<file path="src/core/e1_port_pkg.sv">
// Purpose: Shared constants and carriers of the E1 system-side port.
// Assumes: 32-bit AXI4-Lite register bus, aclk at 20 MHz.
// Notes: Offsets are byte addresses of aligned 32-bit words.
package e1_port_pkg;
  localparam int ADDR_W = 5;
  localparam logic [ADDR_W-1:0] CTRL_OFS = 5'h00;
  localparam logic [ADDR_W-1:0] STAT_OFS = 5'h04;
  localparam logic [ADDR_W-1:0] INT_STAT_OFS = 5'h08;
  localparam logic [ADDR_W-1:0] INT_MASK_OFS = 5'h0c;
  localparam logic [1:0] RESP_OKAY = 2'h0;
  localparam logic [1:0] RESP_SLVERR = 2'h2;
  // Control word, bit 0 is dual_rail
  typedef struct packed {
    logic hw_mode;
    logic alarm_indication_enable;
    logic recovery_bypass;
    logic rx_invert;
    logic rx_fall;
    logic tx_fall;
    logic hdb3;
    logic dual_rail;
  } ctrl_t;
  localparam ctrl_t CTRL_RST = 8'h02;
  // Interrupt bit positions, shared by status and mask
  localparam int INT_W = 3;
  localparam int INT_TXCLK = 0;
  localparam int INT_CV = 1;
  localparam int INT_LOS = 2;
  localparam logic [INT_W-1:0] INT_MASK_RST = 3'h0;
  // Pins sampled from outside the aclk domain
  typedef struct packed {
    logic tx_clk;
    logic tx_sd;
    logic tx_p;
    logic tx_n;
    logic ref_clk;
    logic rx_p;
    logic rx_n;
    logic los;
  } pins_t;
  // Reference cycles of a frozen tx clock before it counts as lost
  localparam logic [6:0] TXCLK_MISS_REF = 7'h46;
  localparam longint ACLK_HZ = 64'h1312d00;
  localparam longint RCLK_HZ = 64'h1f4000;
  localparam int NCO_W = 16;
  localparam logic [NCO_W-1:0] NCO_INC =
    NCO_W'((RCLK_HZ << NCO_W) / ACLK_HZ);
  localparam logic [NCO_W-1:0] PHASE_ALIGN = 16'h1000;
  localparam logic [4:0] ZERO_RUN_HDB3 = 5'h04;
  localparam logic [4:0] ZERO_RUN_AMI = 5'h10;
endpackage

</file>
<file path="src/core/e1_port.sv">
// Purpose: System-side digital port of a single E1 line interface.
// Assumes: All pin inputs are asynchronous to aclk; slicer rails are RZ.
// Notes: Link clocks are sampled by aclk, so edges jitter by one cycle.
// Summary of operation
// RULE_01 - Tx data rails are captured on the chosen edge of the tx clock.
// RULE_02 - Tx clock frozen over 70 reference cycles is declared missing.
// RULE_03 - A missing tx clock raises an interrupt to the host.
// RULE_04 - Single rail: received NRZ data appears on one output.
// RULE_05 - Single-rail data is decoded with AMI or HDB3 rules as selected.
// RULE_06 - Each violation holds the violation flag high one receive clock.
// RULE_07 - HDB3 reports code violations, AMI reports bipolar violations.
// RULE_08 - In hardware mode the flag also reports excess zero errors.
// RULE_09 - Dual rail: retimed NRZ with recovery, raw RZ when bypassed.
// RULE_10 - Rx data launch on selectable rclk edge, with selectable polarity.
// RULE_11 - Receive clock runs at nominal 2.048 MHz.
// RULE_12 - Under loss of signal with alarm enable, rclk follows ref clock.
// RULE_13 - In recovery mode rclk is the clock recovered from the line.
// RULE_14 - With recovery bypassed rclk is the XOR of the slicer rails.
// RULE_15 - Tx rails: 00 and 11 space, 01 positive, 10 negative pulse.
// RULE_16 - System supplies the 2.048 MHz reference master clock.
// RULE_17 - Missing tx clock clears itself when transitions resume.
//
// The AXI4-Lite register port and the placing of the registers were decided locally.
module e1_port
  import e1_port_pkg::*;
(
  input wire logic aclk,
  input wire logic aresetn,
  input wire logic [e1_port_pkg::ADDR_W-1:0] awaddr,
  input wire logic awvalid,
  output logic awready,
  input wire logic [31:0] wdata,
  input wire logic [3:0] wstrb,
  input wire logic wvalid,
  output logic wready,
  output logic [1:0] bresp,
  output logic bvalid,
  input wire logic bready,
  input wire logic [e1_port_pkg::ADDR_W-1:0] araddr,
  input wire logic arvalid,
  output logic arready,
  output logic [31:0] rdata,
  output logic [1:0] rresp,
  output logic rvalid,
  input wire logic rready,
  input wire logic tx_line_clock,
  input wire logic tx_single_rail_data,
  input wire logic tx_positive_rail,
  input wire logic tx_negative_rail,
  input wire logic ref_master_clock,
  input wire logic rx_slice_pos,
  input wire logic rx_slice_neg,
  input wire logic no_input_signal,
  output logic tx_symbol_pos,
  output logic tx_symbol_neg,
  output logic tx_symbol_valid,
  output logic rx_clock,
  output logic rx_positive_rail,
  output logic rx_negative_rail,
  output logic code_violation_flag,
  output logic irq
);
  pins_t pins, s1_q, s2_q, s3_q;
  ctrl_t ctrl_q;
  logic [INT_W-1:0] int_stat_q, int_mask_q, events;
  logic [ADDR_W-1:0] waddr_q;
  logic [31:0] wdata_q;
  logic [3:0] wstrb_q;
  logic [6:0] miss_cnt_q;
  logic tx_clk_missing_q, tx_edge, tx_chg, ref_rise, miss_set;
  logic [NCO_W-1:0] phase_q;
  logic rclk_d, rclk_rise, launch, pulse_edge, ref_fallback;
  logic seen_p_q, seen_n_q, cur_p, cur_n, mark, viol, code_viol;
  logic excess_zero_error;
  logic last_pol_q, sym_p_q, sym_n_q, flag_q, flag_event, los_q;
  logic [3:0] dly_q;
  logic [4:0] zrun_q;
  logic wr_go, ar_fire;

  // Register decode, shared by write and read paths
  function automatic logic [2:0] reg_sel(input logic [ADDR_W-1:0] a);
    case (a)
      CTRL_OFS: reg_sel = 3'h0;
      STAT_OFS: reg_sel = 3'h1;
      INT_STAT_OFS: reg_sel = 3'h2;
      INT_MASK_OFS: reg_sel = 3'h3;
      default: reg_sel = 3'h7;
    endcase
  endfunction

  // Two-flop synchronisers; s3 only feeds edge detection
  assign pins = '{tx_line_clock, tx_single_rail_data, tx_positive_rail,
    tx_negative_rail, ref_master_clock, rx_slice_pos, rx_slice_neg,
    no_input_signal};
  always_ff @(posedge aclk)
  begin
    if (!aresetn)
    begin
      s1_q <= '0;
      s2_q <= '0;
      s3_q <= '0;
    end
    else
    begin
      s1_q <= pins;
      s2_q <= s1_q;
      s3_q <= s2_q;
    end
  end

  // Edge events on the sampled link clocks and rx rails; reference fallback level
  assign tx_chg = s2_q.tx_clk ^ s3_q.tx_clk;
  assign tx_edge = tx_chg & (s2_q.tx_clk ^ ctrl_q.tx_fall);
  assign ref_rise = s2_q.ref_clk & ~s3_q.ref_clk;
  assign pulse_edge = (s2_q.rx_p & ~s3_q.rx_p) | (s2_q.rx_n & ~s3_q.rx_n);
  assign ref_fallback = s2_q.los & ctrl_q.alarm_indication_enable;

  // Tx capture; data passes the same two flops as the clock
  always_ff @(posedge aclk)
  begin
    if (!aresetn)
    begin
      tx_symbol_pos <= 1'b0;
      tx_symbol_neg <= 1'b0;
      tx_symbol_valid <= 1'b0;
    end
    else
    begin
      tx_symbol_valid <= tx_edge; // [RULE_01]
      if (tx_edge && ctrl_q.dual_rail)
      begin
        tx_symbol_pos <= ~s2_q.tx_p & s2_q.tx_n; // [RULE_15]
        tx_symbol_neg <= s2_q.tx_p & ~s2_q.tx_n; // [RULE_15]
      end
      else if (tx_edge)
      begin
        tx_symbol_pos <= s2_q.tx_sd; // [RULE_01]
        tx_symbol_neg <= 1'b0;
      end
    end
  end

  // Tx clock watchdog counted in reference clock periods
  // Only the declaring edge counts, so a read can clear the status bit
  assign miss_set = ref_rise && !tx_chg && !tx_clk_missing_q &&
    miss_cnt_q == TXCLK_MISS_REF;
  always_ff @(posedge aclk)
  begin
    if (!aresetn)
    begin
      miss_cnt_q <= '0;
      tx_clk_missing_q <= 1'b0;
    end
    else if (tx_chg)
    begin
      miss_cnt_q <= '0;
      tx_clk_missing_q <= 1'b0; // [RULE_17]
    end
    else if (ref_rise && !tx_clk_missing_q)
    begin
      miss_cnt_q <= miss_cnt_q + 7'h01;
      if (miss_set)
        tx_clk_missing_q <= 1'b1; // [RULE_02]
    end
  end

  // Receive clock source; loss with alarm enable takes priority
  always_comb
  begin
    if (ref_fallback)
      rclk_d = s2_q.ref_clk; // [RULE_12]
    else if (ctrl_q.recovery_bypass)
      rclk_d = s2_q.rx_p ^ s2_q.rx_n; // [RULE_14]
    else
      rclk_d = phase_q[NCO_W-1]; // [RULE_13]
  end
  assign rclk_rise = rclk_d & ~rx_clock;
  assign launch = (rclk_d ^ rx_clock) & (rclk_d ^ ctrl_q.rx_fall);

  // NCO recovery; pulses pull the phase, free run keeps the rate
  always_ff @(posedge aclk)
  begin
    if (!aresetn)
    begin
      phase_q <= '0;
      rx_clock <= 1'b0;
    end
    else
    begin
      phase_q <= pulse_edge ? PHASE_ALIGN : phase_q + NCO_INC; // [RULE_11]
      rx_clock <= rclk_d;
    end
  end

  // Symbol of the current bit and decoder terms
  assign cur_p = seen_p_q | s2_q.rx_p;
  assign cur_n = seen_n_q | s2_q.rx_n;
  assign mark = cur_p | cur_n;
  assign viol = mark & ~(cur_p ^ last_pol_q);
  assign code_viol = viol & (!ctrl_q.hdb3 || dly_q[1:0] != 2'h0); // [RULE_07]
  assign excess_zero_error = !mark && zrun_q ==
    (ctrl_q.hdb3 ? ZERO_RUN_HDB3 : ZERO_RUN_AMI) - 5'h01;
  assign flag_event = code_viol |
    (ctrl_q.hw_mode & excess_zero_error); // [RULE_08]

  // Decoder, advanced once per receive clock rising edge
  always_ff @(posedge aclk)
  begin
    if (!aresetn)
    begin
      {seen_p_q, seen_n_q, sym_p_q, sym_n_q, flag_q} <= '0;
      last_pol_q <= 1'b0;
      dly_q <= '0;
      zrun_q <= '0;
    end
    else if (rclk_rise)
    begin
      {seen_p_q, seen_n_q} <= 2'h0;
      {sym_p_q, sym_n_q} <= {cur_p, cur_n};
      flag_q <= flag_event; // [RULE_06]
      if (mark)
        last_pol_q <= cur_p;
      zrun_q <= mark ? 5'h00 : (zrun_q == 5'h1f ? zrun_q : zrun_q + 5'h01);
      if (ctrl_q.hdb3 && viol && dly_q[1:0] == 2'h0)
        dly_q <= 4'h0; // [RULE_05]
      else
        dly_q <= {dly_q[2:0], mark}; // [RULE_05]
    end
    else
    begin
      seen_p_q <= cur_p;
      seen_n_q <= cur_n;
    end
  end

  // Output launch on the chosen rclk edge; raw dual-rail bypass data passes on
  always_ff @(posedge aclk)
  begin
    if (!aresetn)
    begin
      rx_positive_rail <= 1'b0;
      rx_negative_rail <= 1'b0;
      code_violation_flag <= 1'b0;
    end
    else if (ctrl_q.dual_rail && ctrl_q.recovery_bypass)
    begin
      rx_positive_rail <= s2_q.rx_p ^ ctrl_q.rx_invert; // [RULE_09]
      rx_negative_rail <= s2_q.rx_n ^ ctrl_q.rx_invert; // [RULE_09]
      code_violation_flag <= 1'b0;
    end
    else if (launch && ctrl_q.dual_rail)
    begin
      rx_positive_rail <= sym_p_q ^ ctrl_q.rx_invert; // [RULE_09] [RULE_10]
      rx_negative_rail <= sym_n_q ^ ctrl_q.rx_invert; // [RULE_09] [RULE_10]
      code_violation_flag <= 1'b0;
    end
    else if (launch)
    begin
      rx_positive_rail <= dly_q[3] ^ ctrl_q.rx_invert; // [RULE_04] [RULE_10]
      rx_negative_rail <= 1'b0;
      code_violation_flag <= flag_q; // [RULE_06]
    end
  end

  // Sticky events; a set in the clearing read cycle survives
  assign events = {s2_q.los & ~los_q, flag_event & rclk_rise, miss_set};
  assign ar_fire = arvalid & arready;
  always_ff @(posedge aclk)
  begin
    if (!aresetn)
    begin
      int_stat_q <= '0;
      los_q <= 1'b0;
      irq <= 1'b0;
    end
    else
    begin
      los_q <= s2_q.los;
      int_stat_q <= (ar_fire && reg_sel(araddr) == 3'h2 ? '0 : int_stat_q)
        | events; // [RULE_03]
      irq <= |(int_stat_q & int_mask_q); // [RULE_03]
    end
  end

  // AXI4-Lite write: address and data in either order, then response
  assign wr_go = !awready && !wready && !bvalid;
  always_ff @(posedge aclk)
  begin
    if (!aresetn)
    begin
      awready <= 1'b1;
      wready <= 1'b1;
      bvalid <= 1'b0;
      bresp <= RESP_OKAY;
      waddr_q <= '0;
      wdata_q <= '0;
      wstrb_q <= '0;
    end
    else
    begin
      if (awvalid && awready)
      begin
        awready <= 1'b0;
        waddr_q <= awaddr;
      end
      if (wvalid && wready)
      begin
        wready <= 1'b0;
        wdata_q <= wdata;
        wstrb_q <= wstrb;
      end
      if (wr_go)
      begin
        bvalid <= 1'b1;
        bresp <= reg_sel(waddr_q) == 3'h7 ? RESP_SLVERR : RESP_OKAY;
      end
      else if (bvalid && bready)
      begin
        bvalid <= 1'b0;
        awready <= 1'b1;
        wready <= 1'b1;
      end
    end
  end

  // Writable registers; only byte lane 0 holds live bits
  always_ff @(posedge aclk)
  begin
    if (!aresetn)
    begin
      ctrl_q <= CTRL_RST;
      int_mask_q <= INT_MASK_RST;
    end
    else if (wr_go && wstrb_q[0])
    begin
      if (reg_sel(waddr_q) == 3'h0)
        ctrl_q <= wdata_q[7:0];
      if (reg_sel(waddr_q) == 3'h3)
        int_mask_q <= wdata_q[INT_W-1:0];
    end
  end

  // AXI4-Lite read, answered one cycle after the address is taken
  always_ff @(posedge aclk)
  begin
    if (!aresetn)
    begin
      arready <= 1'b1;
      rvalid <= 1'b0;
      rdata <= '0;
      rresp <= RESP_OKAY;
    end
    else if (ar_fire)
    begin
      arready <= 1'b0;
      rvalid <= 1'b1;
      rresp <= RESP_OKAY;
      case (reg_sel(araddr))
        3'h0: rdata <= {24'h000000, ctrl_q};
        3'h1: rdata <= {30'h00000000, s2_q.los, tx_clk_missing_q};
        3'h2: rdata <= {29'h00000000, int_stat_q};
        3'h3: rdata <= {29'h00000000, int_mask_q};
        default:
        begin
          rdata <= '0;
          rresp <= RESP_SLVERR;
        end
      endcase
    end
    else if (rvalid && rready)
    begin
      rvalid <= 1'b0;
      arready <= 1'b1;
    end
  end
endmodule

</file>
<file path="config.mk">
export PLATFORM = sky130hd
export DESIGN_NAME = e1_port
export DESIGN_NICKNAME = d
export VERILOG_FILES = /design/src/core/e1_port_pkg.sv /design/src/core/e1_port.sv
export SDC_FILE = /design/constraint.sdc
export NUM_CORES = 1
export LEC_CHECK = 0
export ABC_AREA = 1
export ABC_CLOCK_PERIOD_IN_PS = 4300
export BUFFER_PORTS_ARGS = -buffer_cell sky130_fd_sc_hd__buf_2
export CELL_PAD_IN_SITES_DETAIL_PLACEMENT = 0
export CELL_PAD_IN_SITES_GLOBAL_PLACEMENT = 2
export CORE_ASPECT_RATIO = 1.4
export CORE_UTILIZATION = 32
export CTS_CLUSTER_DIAMETER = 200
export DETAILED_ROUTE_END_ITERATION = 10
export PLACE_DENSITY_LB_ADDON = 0.15
export SETUP_SLACK_MARGIN = 0.05
export SYNTH_ARGS = -nofsm -noshare
export SYNTH_HDL_FRONTEND = slang
export SYNTH_SLANG_ARGS = --single-unit
</file>
<file path="constraint.sdc">
create_clock -name aclk -period 4.3 [get_ports aclk]
set_input_delay 0.215 -clock aclk [delete_from_list [all_inputs] [get_ports aclk]]
set_output_delay 0.215 -clock aclk [all_outputs]
set_load 0.05 [all_outputs]
</file>
==> results.py <==
metrics = {
    "run_status": {
        "status": "finished clean",
    },
    "placement": {
        "dp_hpwl_um": 7350,
        "portBuffers": 56,
        "place.gp.congestion": 0.757,
        "placed_area_mm2": 0.00497,
    },
    "cts": {
        "clockBufferDepth": 2,
        "h-tree-depth": 3,
        "insertion_delay_ns": 0.34,
        "numCtsBuffers": 9,
        "cts-resized-gates": 0,
        "cts_tree": "done",
        "cts_setup_buffers": 0,
        "ctsHoldBuffers": 0,
        "root_buffer": "clkbuf_16",
        "path_clk_slew_ns": 0.07,
        "clock_sinks": 110,
    },
    "grt": {
        "gr-total-overflow": 0,
        "grt_max_degree": 38,
        "top_usage_layer": "met2",
        "grt_pass1_wl_um": 16300,
        "antenna_found_initial": 0,
        "grt_use_total_pct": 14.4,
        "grtUsageMet2_pct": 25.3,
        "grt_pass1_vias": 3472,
        "met1_usage_pct": 17.0,
        "use_met3_pct": 2.87,
    },
    "layout": {
        "seq_area_mm2": 0.00220,
        "multi_input_area_mm2": 0.00185,
        "layout.nets": 726,
        "diodes": 0,
        "syn2layout_area_growth_pct": 14.9,
        "nFillCells": 1522,
        "final_cell_mix": "110 x dfxtp_1, 104 x nand2_1, 99 x inv_1",
        "final_common_cell": "dfxtp_1",
        "drive_gt1_share_pct": 14.6,
        "final_area_mm2": 0.00528,
    },
    "sta": {
        "clock_skew_ns": 0.00937,
        "drv_slew": 0,
        "worst_pin_slew_ns": 0.618,
        "fin_crit_ns": 2.22,
        "finalSetupViolCount": 0,
        "tns_ns": 0,
        "relSlewSlack_pct": 58.4,
        "rsz0062_at_grt": "no",
        "fmaxAchievable_ghz": 0.451,
        "timing.final.hold_violations": 0,
        "fin_crit_sh_pct": 51.5,
    },
    "hold_path": {
        "hold_class": "input port to register",
        "hold_start": "tx_positive_rail",
        "hold_end": "s1_q[5]",
        "hold_depth": 3,
    },
    "critical_path": {
        "timing.critical_path.arrival_ns": 2.44,
        "r2r_cells": 14,
        "path_max_fanout": 7,
        "endpoint_kind": "register",
        "r2r-start": "s2_q[2]",
        "start_kind": "register",
        "r2r-end": "zrun_q[3]",
        "critPathKind": "register to register",
        "reg2reg_slack_ns": 2.08,
        "required_ns": 4.53,
    },
    "yosys": {
        "synth_ff_type": "dfxtp_1",
        "synthCells": 604,
        "yosysSeqAreaShare_pct": 48.0,
        "synth_area_mm2": 0.00459,
        "yosysUniqueCellTypes": 38,
        "yosys_warnings": 0,
        "synth_enable_flop_cells": 0,
        "async_reset_ff_share_pct": 0,
        "synth-seq-cells": 110,
        "syn_area_per_cell_um2": 7.60,
    },
    "floorplan": {
        "ios": 110,
        "core_mm2": 0.0140,
        "die_w_um": 103,
        "fp.dieH_um": 144,
        "rows": 51,
        "fp.dieArea_mm2": 0.0148,
        "floorplan.initialDensity_pct": 32.8,
    },
    "job": {
        "max_cap_violations": 0,
    },
    "drt": {
        "drc_errors": 0,
        "totalWireLength_um": 9920,
        "dr.first_iter.drc_count": 86,
        "routed_via_density": 4.36,
        "wl_per_cell_um": 11.7,
        "drtAntennaViolNets": 0,
        "num_vias": 3702,
        "drt-pass1-iter-count": 4,
    },
    "power_and_ir_drop": {
        "ir_drop_v": 0.000171,
        "p_per_area_mw_per_mm2": 417,
        "power_leakage_uw": 0.00245,
    },
}
==> cell usage after synthesis, types with 4 or more instances <==
master,number,area (µm²)
ha_1,6,75.1
a21oi_1,50,250
inv_1,99,372
a31oi_1,4,25.0
nand4_1,6,37.5
o21ai_0,52,260
nand2_2,5,31.3
nor3_1,8,40.0
nand3_1,28,140
nand2_1,104,390
clkbuf_1,12,45.0
nor2_1,52,195
buf_4,26,195
dfxtp_1,110,2200
nor2_2,4,25.0
o21ai_1,4,20.0
==> registers in the layout, summed over array words and instances (netlist names), 3 cells and up <==
name        cells
wdata_q         8
waddr_q         5
rdata           8
int_stat_q      3
ctrl_q          8
zrun_q          5
s2_q            8
miss_cnt_q      7
s1_q            8
int_mask_q      3
dly_q           4
s3_q            4
phase_q        15
==> per-layer routing <==
metal,up-vias,share of wire (%)
met1,1656,47
met4,0,1.6
li1,1974,-
met2,62,48
met5,-,0
met3,10,3.3
==> worst max-delay path by stage <==
stage	cells after the start	slack, ns	to	start
final	14	2.08	zrun_q[3]	s2_q[2]
after global routing	14	1.87	zrun_q[3]	s2_q[2]
after CTS	14	2.07	zrun_q[3]	s2_q[2]
after detailed placement	14	2.09	zrun_q[3]	s2_q[2]
after global placement	14	2.09	zrun_q[3]	s2_q[2]
after floorplan	14	2.47	zrun_q[3]	s2_q[2]
==> cells by family after synthesis <==
family          Yosys count  synth area share [%]
compound gates          122                  14.3
fa+ha+maj                 6                  1.64
other cells               1                0.0817
xor+xnor                  2                 0.382
buf+inv                 142                  13.7
flops                   110                  48.0
simple gates            221                  21.9
==> cell type report <==
class	instances	area share [%]
clock buffers	12	4.86
clock inverters	4	0.996
inverters	103	7.33
multi-input cells	377	35.1
flip-flops and latches	110	41.7
well taps	185	4.39
repair buffers	58	5.60
==> power by group <==
| group | switching (µW) | internal [µW] |
|---|---|---|
| Clock | 371 | 488 |
| Sequential | 27.6 | 1070 |
| Combinational | 186 | 61.2 |
| Total | 584 | 1610 |
==> through the flow <==
step	hold slack [ns]	util, %	worst slack (ns)	std cells	power, µW
after floorplan	0.313	-	2.47	629	1320
after global placement	0.395	35.5	2.09	833	1360
after detailed placement	0.401	35.5	2.09	833	1370
after CTS	0.0463	37.7	2.07	849	2230
after global routing	0.0547	37.7	1.87	849	2300
final	0.0547	37.7	2.08	849	2200
==> worst max-delay path, stage by stage, from the launching register on <==
cell     delay, ns
dfxtp_1       0.46
inv_2         0.07
nand2_2       0.06
nand3_2       0.06
nand2_2       0.10
nand2_2       0.07
inv_1         0.06
ha_1          0.34
inv_1         0.20
nor2_2        0.21
a21oi_4       0.06
nor2_2        0.12
nand3_1       0.10
xor2_1        0.15
nor2_1        0.05
(Power assumes the default switching activity.)
